File: src/ssp_pkg.sv
package ssp_pkg;
    // register byte offsets on the bus
    localparam logic [7:0] ctrl_offset   = 8'h00;
    localparam logic [7:0] buf_offset    = 8'h04;
    localparam logic [7:0] status_offset = 8'h08;
    // control field positions
    localparam int collision_bit = 7;
    localparam int ov_bit        = 6;
    localparam int en_bit        = 5;
    localparam int clk_pol_bit   = 4;
    // reset values
    localparam logic [7:0] ctrl_reset = 8'h00;
    localparam logic [7:0] buf_reset  = 8'h00;
    // mode_select codes
    localparam logic [3:0] mode_spi_m_div4  = 4'h0;
    localparam logic [3:0] mode_spi_m_div16 = 4'h1;
    localparam logic [3:0] mode_spi_m_div64 = 4'h2;
    localparam logic [3:0] mode_spi_s_ss    = 4'h4;
    localparam logic [3:0] mode_spi_s_noss  = 4'h5;
    // sck half period in pclk cycles per master rate
    localparam logic [5:0] half_div4  = 6'h02;
    localparam logic [5:0] half_div16 = 6'h08;
    localparam logic [5:0] half_div64 = 6'h20;
    localparam logic [2:0] bits_last  = 3'h7;
endpackage

File: src/sync2.sv
`timescale 1ns/10ps
module sync2 #(
    parameter int W = 1
) (
    // clock and reset
    input  wire logic         pclk,
    input  wire logic         presetn,
    // data
    input  wire logic [W-1:0] d,
    output logic      [W-1:0] q
);
    logic [W-1:0] meta_q;
    always_ff @(posedge pclk or negedge presetn) begin
        if (!presetn) begin
            meta_q <= '0;
            q      <= '0;
        end else begin
            meta_q <= d;
            q      <= meta_q;
        end
    end
endmodule // sync2

File: src/sync_serial_port_ctrl_flags.sv
// The register offsets and the APB interface to the registers were left to the implementer.
`timescale 1ns/10ps
// How it works
// [RL1] slave: byte completes while buffer unread sets overflow flag
// [RL2] on overflow the new shifted byte is dropped, buffer kept
// [RL3] overflow is only raised in slave modes, never master; code also raises it in every i2c mode
// [RL4] master transfer starts only on a software buffer write
// [RL5] software must read buffer after each received byte
// [RL6] i2c: byte received while buffer unread sets overflow flag
// [RL7] overflow only cleared by software; ignored in i2c transmit
// [RL8] enable set gives sck, data out and data in pins to port
// [RL9] enable clear returns pins to general purpose use
// [RL10] i2c: enable set assigns data and clock pins to port
// [RL11] software sets pin directions correctly when enabling
// [RL12] buffer write during transmission sets write collision flag; code sets it only in master transfers, a slave is never busy
// [RL13] i2c: enable clear releases data and clock pins
module sync_serial_port_ctrl_flags (
    // clock and reset
    input  wire logic        pclk,
    input  wire logic        presetn,
    // apb slave
    input  wire logic        psel,
    input  wire logic        penable,
    input  wire logic        pwrite,
    input  wire logic [7:0]  paddr,
    input  wire logic [31:0] pwdata,
    output logic      [31:0] prdata,
    output logic             pready,
    output logic             pslverr,
    // spi pins
    input  wire logic        sck_in,
    output logic             sck_out,
    output logic             sck_oe,
    input  wire logic        serial_data_in_pin,
    output logic             serial_data_out_pin,
    output logic             data_out_oe,
    // i2c byte event from the i2c engine, same clock
    input  wire logic        i2c_byte_done,
    input  wire logic [7:0]  i2c_byte,
    // pin ownership
    output logic             spi_pins_owned,
    output logic             i2c_pins_owned
);
    logic [7:0] ctrl_q;
    logic [7:0] buf_q;
    logic       buf_full_q;
    logic [7:0] sr_q;
    logic [2:0] bit_cnt_q;
    logic [5:0] div_q;
    logic       sck_q;
    logic       sck_prev_q;
    logic       din_q;
    logic       sck_s;
    logic       din_s;

    typedef enum logic [2:0] {
        st_idle  = 3'b001,
        st_lead  = 3'b010,
        st_trail = 3'b100
    } spi_state_e;
    spi_state_e state_q;

    sync2 #(.W(2)) u_sync (
        .pclk    (pclk),
        .presetn (presetn),
        .d       ({sck_in, serial_data_in_pin}),
        .q       ({sck_s, din_s})
    );

    // decode
    wire        access   = psel & penable;
    wire        wr       = access & pwrite;
    wire        rd       = access & ~pwrite;
    wire        hit_ctrl = paddr == ssp_pkg::ctrl_offset;
    wire        hit_buf  = paddr == ssp_pkg::buf_offset;
    wire        hit_stat = paddr == ssp_pkg::status_offset;
    wire        mapped   = hit_ctrl | hit_buf | hit_stat;
    wire        enabled  = ctrl_q[ssp_pkg::en_bit];
    wire [3:0]  mode     = ctrl_q[3:0];
    wire        clk_idle = ctrl_q[ssp_pkg::clk_pol_bit];
    wire        is_slave = (mode == ssp_pkg::mode_spi_s_ss) |
                           (mode == ssp_pkg::mode_spi_s_noss);
    wire        is_mstr  = (mode == ssp_pkg::mode_spi_m_div4) |
                           (mode == ssp_pkg::mode_spi_m_div16) |
                           (mode == ssp_pkg::mode_spi_m_div64);
    wire        is_spi   = is_slave | is_mstr;
    wire        is_i2c   = ~is_spi;
    wire        buf_wr   = wr & hit_buf;
    wire        buf_rd   = rd & hit_buf;
    wire        busy     = state_q != st_idle;
    wire [5:0]  half     = (mode == ssp_pkg::mode_spi_m_div4)
                           ? ssp_pkg::half_div4
                           : (mode == ssp_pkg::mode_spi_m_div16)
                           ? ssp_pkg::half_div16 : ssp_pkg::half_div64;
    wire        div_end  = div_q == half - 6'h01;
    // slave edges seen on synchronised sck, relative to idle level
    wire        s_lead   = (sck_s != sck_prev_q) & (sck_s != clk_idle);
    wire        s_trail  = (sck_s != sck_prev_q) & (sck_s == clk_idle);
    wire        m_lead   = (state_q == st_lead) & div_end;
    wire        m_trail  = (state_q == st_trail) & div_end;
    wire        sample   = enabled & (is_slave ? s_lead : m_lead);
    wire        shift    = enabled & (is_slave ? s_trail : m_trail);
    wire        spi_done = shift & (bit_cnt_q == ssp_pkg::bits_last);
    wire [7:0]  sr_next  = {sr_q[6:0], din_q};
    // i2c buffer only fed while enabled in an i2c mode
    wire        i2c_done = enabled & is_i2c & i2c_byte_done;
    wire        rx_done  = (spi_done & is_spi) | i2c_done;
    wire [7:0]  rx_byte  = i2c_done ? i2c_byte : sr_next;
    // [RL1] [RL3] [RL6] unread buffer overflow, never in master
    wire        ov_set   = rx_done & buf_full_q & (is_slave | is_i2c);
    // [RL12] collision on busy write
    wire        coll_set = buf_wr & enabled & busy & is_spi;
    // busy covers master transfers only; a slave never leaves st_idle
    wire        start    = buf_wr & enabled & is_mstr & ~busy;

    // control register, flags set beats software clear
    logic [7:0] ctrl_d;
    always_comb begin
        ctrl_d = ctrl_q;
        if (wr & hit_ctrl) begin
            ctrl_d = pwdata[7:0];
        end
        // [RL7] only software clears overflow
        if (ov_set) begin
            ctrl_d[ssp_pkg::ov_bit] = 1'b1;
        end
        if (coll_set) begin
            ctrl_d[ssp_pkg::collision_bit] = 1'b1;
        end
    end

    always_ff @(posedge pclk or negedge presetn) begin
        if (!presetn) begin
            ctrl_q <= ssp_pkg::ctrl_reset;
        end else begin
            ctrl_q <= ctrl_d;
        end
    end

    // receive buffer and transmit load
    always_ff @(posedge pclk or negedge presetn) begin
        if (!presetn) begin
            buf_q      <= ssp_pkg::buf_reset;
            buf_full_q <= 1'b0;
        end else begin
            // [RL2] overflow drops new byte
            if (rx_done & ~buf_full_q) begin
                buf_q      <= rx_byte;
                buf_full_q <= 1'b1;
            end else if (buf_rd) begin
                buf_full_q <= 1'b0;
            end
            // a write replaces the buffer only when it may load
            if (buf_wr & ~busy & ~rx_done) begin
                buf_q <= pwdata[7:0];
            end
        end
    end

    // shifter and master clock generator
    always_ff @(posedge pclk or negedge presetn) begin
        if (!presetn) begin
            state_q    <= st_idle;
            sr_q       <= 8'h00;
            bit_cnt_q  <= 3'h0;
            div_q      <= 6'h00;
            sck_q      <= 1'b0;
            sck_prev_q <= 1'b0;
            din_q      <= 1'b0;
        end else begin
            sck_prev_q <= sck_s;
            div_q      <= (busy & ~div_end) ? div_q + 6'h01 : 6'h00;
            if (!enabled) begin
                state_q   <= st_idle;
                bit_cnt_q <= 3'h0;
                sck_q     <= clk_idle;
            end else if (start | (buf_wr & is_slave & ~busy)) begin
                // [RL4] master starts on buffer write
                sr_q      <= pwdata[7:0];
                bit_cnt_q <= 3'h0;
                state_q   <= is_mstr ? st_lead : st_idle;
            end else begin
                if (sample) begin
                    din_q <= din_s;
                    if (is_mstr) begin
                        state_q <= st_trail;
                        sck_q   <= ~clk_idle;
                    end
                end
                if (shift) begin
                    sr_q      <= sr_next;
                    bit_cnt_q <= bit_cnt_q + 3'h1;
                    if (is_mstr) begin
                        sck_q   <= clk_idle;
                        state_q <= spi_done ? st_idle : st_lead;
                    end
                end
            end
        end
    end

    // pins
    always_ff @(posedge pclk or negedge presetn) begin
        if (!presetn) begin
            sck_out             <= 1'b0;
            sck_oe              <= 1'b0;
            serial_data_out_pin <= 1'b0;
            data_out_oe         <= 1'b0;
            spi_pins_owned      <= 1'b0;
            i2c_pins_owned      <= 1'b0;
        end else begin
            sck_out             <= sck_q;
            // [RL8] [RL9] spi pin handover
            spi_pins_owned      <= enabled & is_spi;
            sck_oe              <= enabled & is_mstr;
            data_out_oe         <= enabled & is_spi;
            serial_data_out_pin <= sr_q[7];
            // [RL10] [RL13] i2c pin handover
            i2c_pins_owned      <= enabled & is_i2c;
        end
    end

    // apb answer, zero wait states
    wire [31:0] rdata_d = hit_ctrl ? {24'h000000, ctrl_q}
                        : hit_buf  ? {24'h000000, buf_q}
                        : hit_stat ? {30'h00000000, busy, buf_full_q}
                        : 32'h00000000;
    always_ff @(posedge pclk or negedge presetn) begin
        if (!presetn) begin
            prdata  <= 32'h00000000;
            pready  <= 1'b0;
            pslverr <= 1'b0;
        end else begin
            pready  <= psel & ~penable;
            pslverr <= psel & ~penable & ~mapped;
            prdata  <= (psel & ~penable & ~pwrite) ? rdata_d : 32'h00000000;
        end
    end
endmodule // sync_serial_port_ctrl_flags

File: config.mk
export PLATFORM = sky130hd
export DESIGN_NAME = sync_serial_port_ctrl_flags
export DESIGN_NICKNAME = d
export VERILOG_FILES = /design/src/ssp_pkg.sv /design/src/sync2.sv /design/src/sync_serial_port_ctrl_flags.sv
export SDC_FILE = /design/constraint.sdc
export NUM_CORES = 1
export LEC_CHECK = 0
export ABC_AREA = 1
export BUFFER_PORTS_ARGS = -buffer_cell sky130_fd_sc_hd__buf_2
export CAP_MARGIN = 20
export CORE_UTILIZATION = 55
export DETAILED_ROUTE_END_ITERATION = 16
export MAX_ROUTING_LAYER = met4
export PLACE_DENSITY = 0.85
export SLEW_MARGIN = 20
export SYNTH_ARGS = -nofsm -noshare
export SYNTH_HDL_FRONTEND = slang
export SYNTH_SLANG_ARGS = --single-unit
File: constraint.sdc
create_clock -name pclk -period 3.7 [get_ports pclk]
set_input_delay 0 -clock pclk [delete_from_list [all_inputs] [get_ports pclk]]
set_output_delay 0 -clock pclk [all_outputs]
set_load 0.05 [all_outputs]
Word level (Yosys, flattened, before mapping)
Index checks and enable logic that the tools add are counted.

Logic and storage cells: 139. Bits in registers: 59. Output and inout port bits: 40. Bits of input ports: 56.

Bitwise logic cells: 53. Eq/ne operators: 16. Add/subtract/negate cells: 3. Multiplexer cells: 36. Reductions and logical operators: 9.

Operators by type and width (count): $mux W8 (9); $and A1 B1 Y1 (34); $mux W3 (9); $mux W6 (3); $mux W1 (12); $not A1 Y1 (10); $reduce_bool A2 Y1 (5); $or A1 B1 Y1 (9); $eq A4 B3 Y1 const B (2); $eq A8 B3 Y1 const B (1); $eq A8 B4 Y1 const B (1); $logic_not A8 Y1 (1); $add A6 B1 Y6 const B (1); $eq A3 B3 Y1 const B (2); $eq A6 B6 Y1 (1); $mux W2 (3); $ne A3 B1 Y1 const B (2); $sub A6 B1 Y6 const B (1); $eq A4 B1 Y1 const B (1); $eq A4 B2 Y1 const B (1); $logic_not A4 Y1 (1); $add A3 B1 Y3 const B (1); $eq A3 B2 Y1 const B (1); $reduce_and A3 Y1 (1); other kinds (4) (5).

Longest topological paths before layout
Gate-level depths: netlist of run 1.

Depth in word-level cells: 14. Gate-level depth with buffers: 13.

Modules after synthesis
From an unflattened synthesis of run 1, not the netlist that was laid out.

Cell total of the unflattened synthesis: 400. Area total of the unflattened synthesis: 3370.7 sq um.

Modules (own cells, without submodules): sync_serial_port_ctrl_flags (instances 1, area each 3270.6 sq um, cells each 396, seq. area each 1377.6 sq um); sync2 (instances 1, area each 100.1 sq um, cells each 4, seq. area each 100.1 sq um).

Least setup slack after synthesis of run 1
Ideal clock, no wire load.

Kind: register to register. Start point: register state_q[0]. End point: register sr_q[0]. Library setup time: 126 ps. Arrival time: 1747 ps. Stages on the path, launching flop included: 9. Path slack: 1827 ps. Data required time: 3574 ps. Cells stage by stage: dfstp_2 -> inv_1 -> nor3_2 -> inv_1 -> nor3_4 -> nand2_4 -> a21oi_4 -> buf_6 -> o21ai_0.

Longest elaborated chain between the ends: 6. Elaborated cells between the ends (all ways): 12.

Ends and longest elaborated chain: start: declaration (RTL line sync_serial_port_ctrl_flags.sv:61) `spi_state_e state_q;`; start signal: assignment (RTL line sync_serial_port_ctrl_flags.sv:163) `state_q <= st_idle;`; start signal: assignment (RTL line sync_serial_port_ctrl_flags.sv:174) `state_q <= st_idle;`; start signal: assignment (RTL line sync_serial_port_ctrl_flags.sv:181) `state_q <= is_mstr ? st_lead : st_idle;`; $eq A3 B3 Y1 / $ne A3 B1 Y1 (equally long branches) (RTL line sync_serial_port_ctrl_flags.sv:100, sync_serial_port_ctrl_flags.sv:90); $and A1 B1 Y1 / $not A1 Y1 (equally long branches) (RTL line sync_serial_port_ctrl_flags.sv:100, sync_serial_port_ctrl_flags.sv:114, sync_serial_port_ctrl_flags.sv:177); $mux W1, or another cell as far along (RTL line sync_serial_port_ctrl_flags.sv:102) `wire shift = enabled & (is_slave ? s_trail : m_trail);`; $and A1 B1 Y1 / $or A1 B1 Y1 (equally long branches) (RTL line sync_serial_port_ctrl_flags.sv:102, sync_serial_port_ctrl_flags.sv:177); $reduce_bool A2 Y1 (no line); $reduce_and A2 Y1 (no line); end signal: assignment (RTL line sync_serial_port_ctrl_flags.sv:179) `sr_q <= pwdata[7:0];`; end signal: assignment (RTL line sync_serial_port_ctrl_flags.sv:191) `sr_q <= sr_next;`; end: declaration (RTL line sync_serial_port_ctrl_flags.sv:47) `logic [7:0] sr_q;`.

Several ways; a longest one is shown, not always the timed one. A chain may end at the register's enable or synchronous reset.

Worst setup path in the final report of run 1
Start point: register ctrl_q[1]. End point: register buf_q[6].

Longest elaborated chain between the ends: 14. Elaborated cells between the ends (all ways): 29.

Ends and longest elaborated chain: start: declaration (RTL line sync_serial_port_ctrl_flags.sv:44) `logic [7:0] ctrl_q;`; start signal: assignment (RTL line sync_serial_port_ctrl_flags.sv:134) `ctrl_q <= ssp_pkg::ctrl_reset;`; start signal: assignment (RTL line sync_serial_port_ctrl_flags.sv:136) `ctrl_q <= ctrl_d;`; $eq A4 B1 Y1 (RTL line sync_serial_port_ctrl_flags.sv:84, sync_serial_port_ctrl_flags.sv:93); $mux W6 (RTL line sync_serial_port_ctrl_flags.sv:94) `? ssp_pkg::half_div16 : ssp_pkg::half_div64;`; $mux W6 (RTL line sync_serial_port_ctrl_flags.sv:92) `? ssp_pkg::half_div4`; $sub A6 B1 Y6 (RTL line sync_serial_port_ctrl_flags.sv:95) `wire div_end = div_q == half - 6'h01;`; $eq A6 B6 Y1 (RTL line sync_serial_port_ctrl_flags.sv:95); $and A1 B1 Y1 (RTL line sync_serial_port_ctrl_flags.sv:100) `wire m_trail = (state_q == st_trail) & div_end;`; $mux W1 (RTL line sync_serial_port_ctrl_flags.sv:102); $and A1 B1 Y1 (RTL line sync_serial_port_ctrl_flags.sv:102); $and A1 B1 Y1 (RTL line sync_serial_port_ctrl_flags.sv:103) `wire spi_done = shift & (bit_cnt_q == ssp_pkg::bits_last);`; $and A1 B1 Y1 (RTL line sync_serial_port_ctrl_flags.sv:107) `wire rx_done = (spi_done & is_spi) | i2c_done;`; $or A1 B1 Y1 (RTL line sync_serial_port_ctrl_flags.sv:107); $not A1 Y1 (RTL line sync_serial_port_ctrl_flags.sv:154) `if (buf_wr & ~busy & ~rx_done) begin`; $and A1 B1 Y1 (RTL line sync_serial_port_ctrl_flags.sv:154); $mux W8 / $reduce_bool A2 Y1 (equally long branches); end signal: assignment (RTL line sync_serial_port_ctrl_flags.sv:143) `buf_q <= ssp_pkg::buf_reset;`; end signal: assignment (RTL line sync_serial_port_ctrl_flags.sv:148) `buf_q <= rx_byte;`; end signal: assignment (RTL line sync_serial_port_ctrl_flags.sv:155) `buf_q <= pwdata[7:0];`; end: declaration (RTL line sync_serial_port_ctrl_flags.sv:45) `logic [7:0] buf_q;`.

Several ways; a longest one is shown, not always the timed one. The select of a mux whose other input is x is not followed.

==> run_results.csv, run 1 <==
group,metric,value,unit
worst_hold_path,holdPathEnd,"pslverr$_DFF_PN0_",
clock_tree,htreeDepth,3,
timing,rsz0062_at_grt,"no",
setup_path,cp-start-kind,"flip-flop",
global_routing,antenna_found_initial,0,
timing,fmax,397,MHz
pwr,p_leak,1.93,nW
clock_tree,clock_sinks,59,
worst_hold_path,min_from,"psel",
drt,drtIter0Drc,196,
synthesis,netlist_instances,387,
setup_path,crit_slowest_cell,"nand2_1",
drt,routed-via-count,2682,
synthesis,synth_area,3140,sq um
die,rows,27,
cells_and_area,final_layout_size_suffix_gt1_frac,0.190,
setup_path,startpoint,"ctrl_q[1]$_DFFE_PN0P_",
synthesis,synth-seq-cells,59,
clock_tree,cts_root_buffer,"clkbuf_8",
timing,setup_tns,0,ns
setup_path,path_common_cell,"nand2_1",
cells_and_area,seqCellArea,1480,sq um
global_routing,grt_pass1_vias,2439,
synthesis,yosysTopAreaCell,"dfrtp_1",
pwr,ir_worst_vdd,259,uV
placement,dp_worst_setup_slack,1.30,ns
die,core-area,5510,sq um
synthesis,synth_common_cells,"nand2_1 (96), dfrtp_1 (58), inv_1 (41), nor2_1 (37), buf_4 (26)",
synthesis,netlist-cell-type-count,36,
drt,firstDrtPassIters,6,
timing,min_period,2.52,ns
setup_path,rr_worst_depth,9,
timing,slew_headroom,0.512,
worst_hold_path,hold_class,"primary input to flip-flop",
pwr,p_int,1.08,mW
setup_path,arrival,2.76,ns
die,initial_core_util,0.570,
synthesis,netlist.area_leader.share,0.462,
clock_tree,cts_tree,"yes",
timing,finalSetupViolCount,0,
timing,slew_violations,0,
pwr,p_seq_frac,0.453,
placement,gp_congestion,0.839,
cells_and_area,multi_input_area,1340,sq um
placement,io_buffers,47,
drt,routed_via_density,5.07,
setup_path,path_class,"flip-flop to flip-flop",
worst_hold_path,min_path_cells,5,
pwr,p_switching,369,uW
timing,tightest_slew,0.731,ns
cells_and_area,areaGrowthSynthToFinish,17.8,%
timing,fin_ws,1.18,ns
setup_path,endpoint_kind,"flip-flop",
setup_path,critPathMaxFanout,23,
die,die_h,77.6,microns
pwr,comb_power_share,0.090,
setup_path,rr_startpoint,"ctrl_q[1]$_DFFE_PN0P_",
pwr,powerDensity,392,nW/um^2
synthesis,synth_area_leaders,"dfrtp_1 (46%), nand2_1 (11%), buf_4 (6.2%)",
synthesis,yosysMostFrequentCell,"nand2_1",
global_routing,overflow,0,
synthesis,synth-main-ff-cell,"dfrtp_1",
synthesis,syn_avg_cell_area,8.12,sq um
outcome,status,"complete, no violations",
die,fp.dieArea,6020,sq um
global_routing,grt_pass1_wl,11000,microns
synthesis,synth_enable_flop_cells,0,
timing,hold_viol,0,
cells_and_area,n_antenna_cell,0,
setup_path,path_cells,"inv_1 -> o21ai_2 -> nand2_1 -> nor2_2 -> nand2_1 -> nand3_2 -> nand2_2 -> nand3_1 -> nand2_1",
pwr,finalPower,1.45,mW
die,die_w,77.6,microns
setup_path,critPathMaxStageDelay,0.49,ns
synthesis,synth-seq-area-share,0.471,
synthesis,synthArstFlopShare,1.00,
drt,ant_nets,0,
setup_path,worstReg2RegEnd,"buf_q[6]$_DFFE_PN0P_",
setup_path,required,3.94,ns
clock_tree,cts.reportedPaths.clkPinSlew,0.07,ns
pwr,p_sw_frac,0.255,
timing,fin_crit_sh,0.681,
global_routing,grt_max_degree,60,
clock_tree,cts_buffers,9,
drt,routedWlPerCell,12.2,microns
drt,drt_drc_violations_left,0,
drt,drt_wl_total,6470,microns
clock_tree,cts-resized-gates,0,
timing,fin_skew,0.00615,ns
clock_tree,clkLatencyLatePin,0.35,ns
global_routing,grt_usage,0.247,
pwr,power_frac_clock,0.458,
placement,hpwlAfterDp,4490,microns
clock_tree,clock_path_buffers,2,
cells_and_area,nFillCells,464,
flow_run,cap_violations,0,
setup_path,rrSetupSlack,1.18,ns
die,ios,96,
cells_and_area,final_nets,511,
synthesis,ys_warn_count,0,
-- routing by layer --
| layer | vias up | share of wire | global-route usage |
|---|---|---|---|
| met1 | 1224 | 0.45 | 0.314 |
| met4 | 0 | 0.030 | 0.136 |
| met5 | - | 0 | - |
| li1 | 1325 | - | - |
| met2 | 111 | 0.45 | 0.378 |
| met3 | 22 | 0.065 | 0.0424 |
-- critical path, delay by kind of cell, from the launching register on --
kind / cells / cell delay, ns
buffers and inverters: 1 / 0.11
and+or+nand+nor: 7 / 1.64
AOI/OAI and AO/OA: 1 / 0.24
DFF: 1 / 0.41
-- how the worst max path moves through the flow --
stage	to	slack (ns)	cells after the start
finish	buf_q[6]$_DFFE_PN0P_	1.18	9
global route	buf_q[4]$_DFFE_PN0P_	0.96	9
CTS	buf_q[6]$_DFFE_PN0P_	1.27	9
detailed placement	buf_q[6]$_DFFE_PN0P_	1.30	9
global placement	buf_q[6]$_DFFE_PN0P_	1.37	9
floorplan	sr_q[0]$_DFFE_PN0P_	1.83	8
-- stage by stage --
step	instance area, sq um	std cells	hold WS (ns)	util
after floorplan	3230	410	-0.296	-
after global placement	3330	499	0.109	0.605
after detailed placement	3330	499	0.109	0.605
after CTS	3700	529	0.0416	0.672
after global routing	3700	529	0.0974	0.672
final	3700	529	0.0495	0.672
-- cell type report --
type	count	share of cell area
clock buffers	10	0.0372
clock inverters	6	0.0240
inverters	46	0.0467
flip-flops and latches	59	0.400
well taps	72	0.0244
multi-input cells	273	0.363
repair buffers	63	0.106
-- sequential cells by signal, indices dropped and copies added, names as in the netlist, 2 cells and up --
name	count
div_q	6
u_sync.q	2
u_sync.meta_q	2
bit_cnt_q	3
prdata	8
buf_q	8
ctrl_q	8
state_q	3
sr_q	8
-- placed cells by master, fill, tap and decap left out, types with 2 or more instances in the layout --
cell	instances
o21ai_2	3
nor2_2	2
nor3_1	3
buf_4	2
bufinv_16	2
nor2_1	37
inv_2	4
xnor2_1	3
o21ai_0	19
inv_1	41
nand2_1	96
ha_1	3
dfrtp_1	58
nand2_2	4
a21oi_1	21
nor3_4	2
buf_2	47
nor4_1	2
nand4_1	10
nand3_1	25
xor2_1	3
dlygate4sd3_1	14
conb_1	24
o211ai_1	4
clkinvlp_4	2
o21a_1	3
clkbuf_8	10
-- cells by family (layout without fill, tap and decap cells) --
logic type / after synthesis / after routing / synth area share
AOI/OAI and AO/OA: 52 / 52 / 0.0964
and+or+nand+nor: 188 / 188 / 0.273
other: 1 / 24 / 0.00119
buffers and inverters: 78 / 125 / 0.130
adders and majority gates: 3 / 3 / 0.0120
xor gates and xnor gates: 6 / 6 / 0.0167
DFF: 59 / 59 / 0.471
-- timing repair --
| action | CTS | global route |
|---|---|---|
| hold endpoints to repair | 74 | 0 |
| buffers inserted | 0 | 0 |
| hold buffers | 14 | 0 |
-- power by group through the flow --
stage	Clock (mW)	Sequential [mW]	Combinational, mW
4_1_cts	0.669	0.656	0.130
2_1_floorplan	0	0.673	0.0940
3_3_place_gp	0	0.667	0.117
6_report	0.663	0.656	0.130
3_5_place_dp	0	0.668	0.118
5_1_grt	0.701	0.656	0.140
Power figures use the tool's default switching activity.
==> run 2, diff against run 1 <==
Settings changed: ABC_AREA 1 to 0, CORE_UTILIZATION 55 to 52, PLACE_DENSITY 0.85 to 0.8.
Clock period 3.7 ns to 2.33 ns, I/O delays scaled along.
==> run 2 against run 1 <==
Against the previous run:
- cell area increased by 8.4%
- die area grew 9.6%
- largest cell class is now multi-input gates
- critical path depth decreased by 2
- combinational power up 71%
- fmax up 13%
==> run_results.csv, run 2 <==
group,metric,value,unit
global_routing,grt_pass1_wl,11900,microns
outcome,status,"complete, no violations",
die,die_w,81.2,microns
die,fp.dieArea,6590,sq um
synthesis,yosysTopAreaCell,"dfrtp_1",
clock_tree,clkLatencyLatePin,0.34,ns
drt,routed-via-count,2591,
clock_tree,clock_path_buffers,2,
global_routing,overflow,0,
synthesis,synth_area_leaders,"dfrtp_1 (45%), mux2_2 (7.9%), buf_4 (6.0%)",
synthesis,synth_area,3260,sq um
synthesis,netlist-cell-type-count,50,
die,ios,96,
synthesis,synth-adder-area-share,0.0115,
synthesis,synth-seq-area-share,0.453,
drt,drtIter0Drc,214,
clock_tree,clock_sinks,59,
clock_tree,cts_buffers,9,
setup_path,cp_num_buf_inv,1,
drt,routedWlPerCell,14.9,microns
drt,routed_via_density,5.39,
cells_and_area,areaGrowthSynthToFinish,22.9,%
synthesis,synth_top_family_by_area,"simple AND/OR/NAND/NOR gates",
timing,hold_viol,0,
setup_path,rrSetupSlack,0.10,ns
setup_path,cp-start-kind,"flip-flop",
global_routing,antenna_found_initial,0,
placement,dp_worst_setup_slack,0.0519,ns
pwr,p_leak,1.90,nW
synthesis,synth_enable_flop_cells,0,
cells_and_area,multi_input_area,1610,sq um
clock_tree,post_cts_buffers,0,
clock_tree,cts_tree,"yes",
drt,top_layer,"met4",
clock_tree,cts.reportedPaths.clkPinSlew,0.07,ns
drt,drt-met1-wl,3210,microns
global_routing,grt_max_degree,60,
synthesis,synth-main-ff-cell,"dfrtp_1",
setup_path,path_class,"flip-flop to flip-flop",
drt,dr_wl_met3,422,microns
synthesis,synth-simple-area-share,0.196,
synthesis,synthArstFlopShare,1.00,
synthesis,yosysMostFrequentCell,"dfrtp_1",
worst_hold_path,hold_class,"primary input to flip-flop",
drt,ant_nets,0,
pwr,ir_worst_vdd,619,uV
timing,min_period,2.23,ns
drt,firstDrtPassIters,4,
pwr,powerDensity,581,nW/um^2
die,initial_core_util,0.544,
setup_path,arrival,2.46,ns
timing,fin_crit_sh,0.956,
setup_path,endpoint_kind,"flip-flop",
drt,drt_drc_violations_left,0,
timing,fin_skew,0.0117,ns
global_routing,grt_usage,0.253,
synthesis,synth.area.mux_share,0.116,
placement,place_inst,451,
cells_and_area,utilization,0.669,
setup_path,critPathMaxFanout,8,
die,core-area,5990,sq um
clock_tree,htreeDepth,3,
cells_and_area,layout.cells.non_filler,481,
timing,tightest_slew,0.733,ns
placement,hpwlAfterDp,5010,microns
cells_and_area,final_common_cell,"dfrtp_1",
synthesis,synth-compound-area-share,0.125,
setup_path,crit_slowest_cell,"or4b_1",
cells_and_area,final_cell_mix,"dfrtp_1 (58), buf_2 (47), nor2_1 (42), conb_1 (24), mux2_2 (23)",
placement,gp_congestion,0.860,
cells_and_area,final_layout_size_suffix_gt1_frac,0.300,
cells_and_area,seqCellArea,1480,sq um
setup_path,required,2.56,ns
synthesis,netlist_instances,322,
synthesis,ys_warn_count,0,
die,die_h,81.2,microns
timing,finalSetupViolCount,0,
drt,drt_wl_total,7160,microns
flow_run,cap_violations,0,
synthesis,synthXorXnorAreaFrac,0.0134,
timing,slew_headroom,0.512,
synthesis,syn_avg_cell_area,10.1,sq um
setup_path,critPathMaxStageDelay,0.53,ns
cells_and_area,final_nets,460,
synthesis,synth-seq-cells,59,
synthesis,synth_common_cells,"dfrtp_1 (58), nor2_1 (42), buf_4 (26), mux2_2 (23), and2_1 (19)",
timing,slew_violations,0,
placement,io_buffers,47,
timing,rsz0062_at_grt,"no",
timing,fmax,449,MHz
clock_tree,cts_root_buffer,"clkbuf_8",
global_routing,grt_pass1_vias,2507,
drt,wl_met2,3380,microns
setup_path,path_cells,"or4b_1 -> o32ai_1 -> nand3_1 -> and2_1 -> a21boi_4 -> buf_12 -> mux2_2",
cells_and_area,nFillCells,470,
cells_and_area,n_antenna_cell,0,
synthesis,netlist.area_leader.share,0.445,
timing,setup_tns,0,ns
timing,fin_ws,0.103,ns
setup_path,cp_top_family,"simple AND/OR/NAND/NOR gates",
die,rows,28,
-- run 2: timing repair --
item / in CTS / in global routing
endpoints found under the setup margin: 0 / 9
hold buffers: 14 / 0
hold endpoints to repair: 71 / 0
resized for setup: 0 / 1
-- run 2: cells by family (layout without fill, tap and decap cells) --
| group | count (synthesis) | count (layout) |
|---|---|---|
| AND/OR/NAND/NOR | 118 | 118 |
| adder cells (fa/ha/maj) | 3 | 3 |
| buffers and inverters | 46 | 107 |
| XOR/XNOR | 5 | 5 |
| other | 1 | 24 |
| AO/OA/AOI/OAI | 55 | 55 |
| flip-flops | 59 | 59 |
| multiplexers | 35 | 35 |
-- run 2: metrics by stage --
stage,power [mW],hold slack (ns),cell area [sq um]
2_1_floorplan,1.23,-0.296,3350
3_3_place_gp,1.26,0.108,3630
3_5_place_dp,1.27,0.110,3630
4_1_cts,2.35,0.00694,4000
5_1_grt,2.42,0.0415,4010
6_report,2.33,0.0214,4010
-- run 2: where the power goes --
group	internal (mW)	total, mW	switching, mW
logic	0.0595	0.222	0.162
clock network	0.659	1.06	0.400
registers	1.04	1.05	0.00978
-- run 2: worst paths after layout --
kind	endpoint	start	cells past startpoint
setup / recovery	sr_q[1]$_DFFE_PN0P_	div_q[1]$_DFF_PN0_	7
hold / removal	buf_full_q$_DFFE_PN0P_	pwrite	3
setup reg to reg	sr_q[1]$_DFFE_PN0P_	div_q[1]$_DFF_PN0_	7
hold reg to reg	u_sync.q[1]$_DFF_PN0_	u_sync.meta_q[1]$_DFF_PN0_	0
max in group asynchronous	prdata[3]$_DFF_PN0_	presetn	3
min in group asynchronous	sr_q[3]$_DFFE_PN0P_	presetn	3
-- run 2: metal layers --
| layer | global-route usage | vias up |
|---|---|---|
| met5 | - | - |
| met4 | 0.127 | 0 |
| met3 | 0.0596 | 14 |
| met2 | 0.382 | 104 |
| met1 | 0.316 | 1228 |
| li1 | - | 1245 |
-- run 2: area by class of cell --
class                      count  area share
clock buffer                  12      0.0387
clock inverter                 4      0.0181
inverter                       7     0.00656
multi-input combinational    240       0.401
sequential                    59       0.369
tap                           75      0.0234
timing repair buffer          84       0.143
-- run 2: worst min-delay path, cell delays in order --
cell and delay [ns]:
buf_2 0.14, inv_1 0.08, a41oi_1 0.10
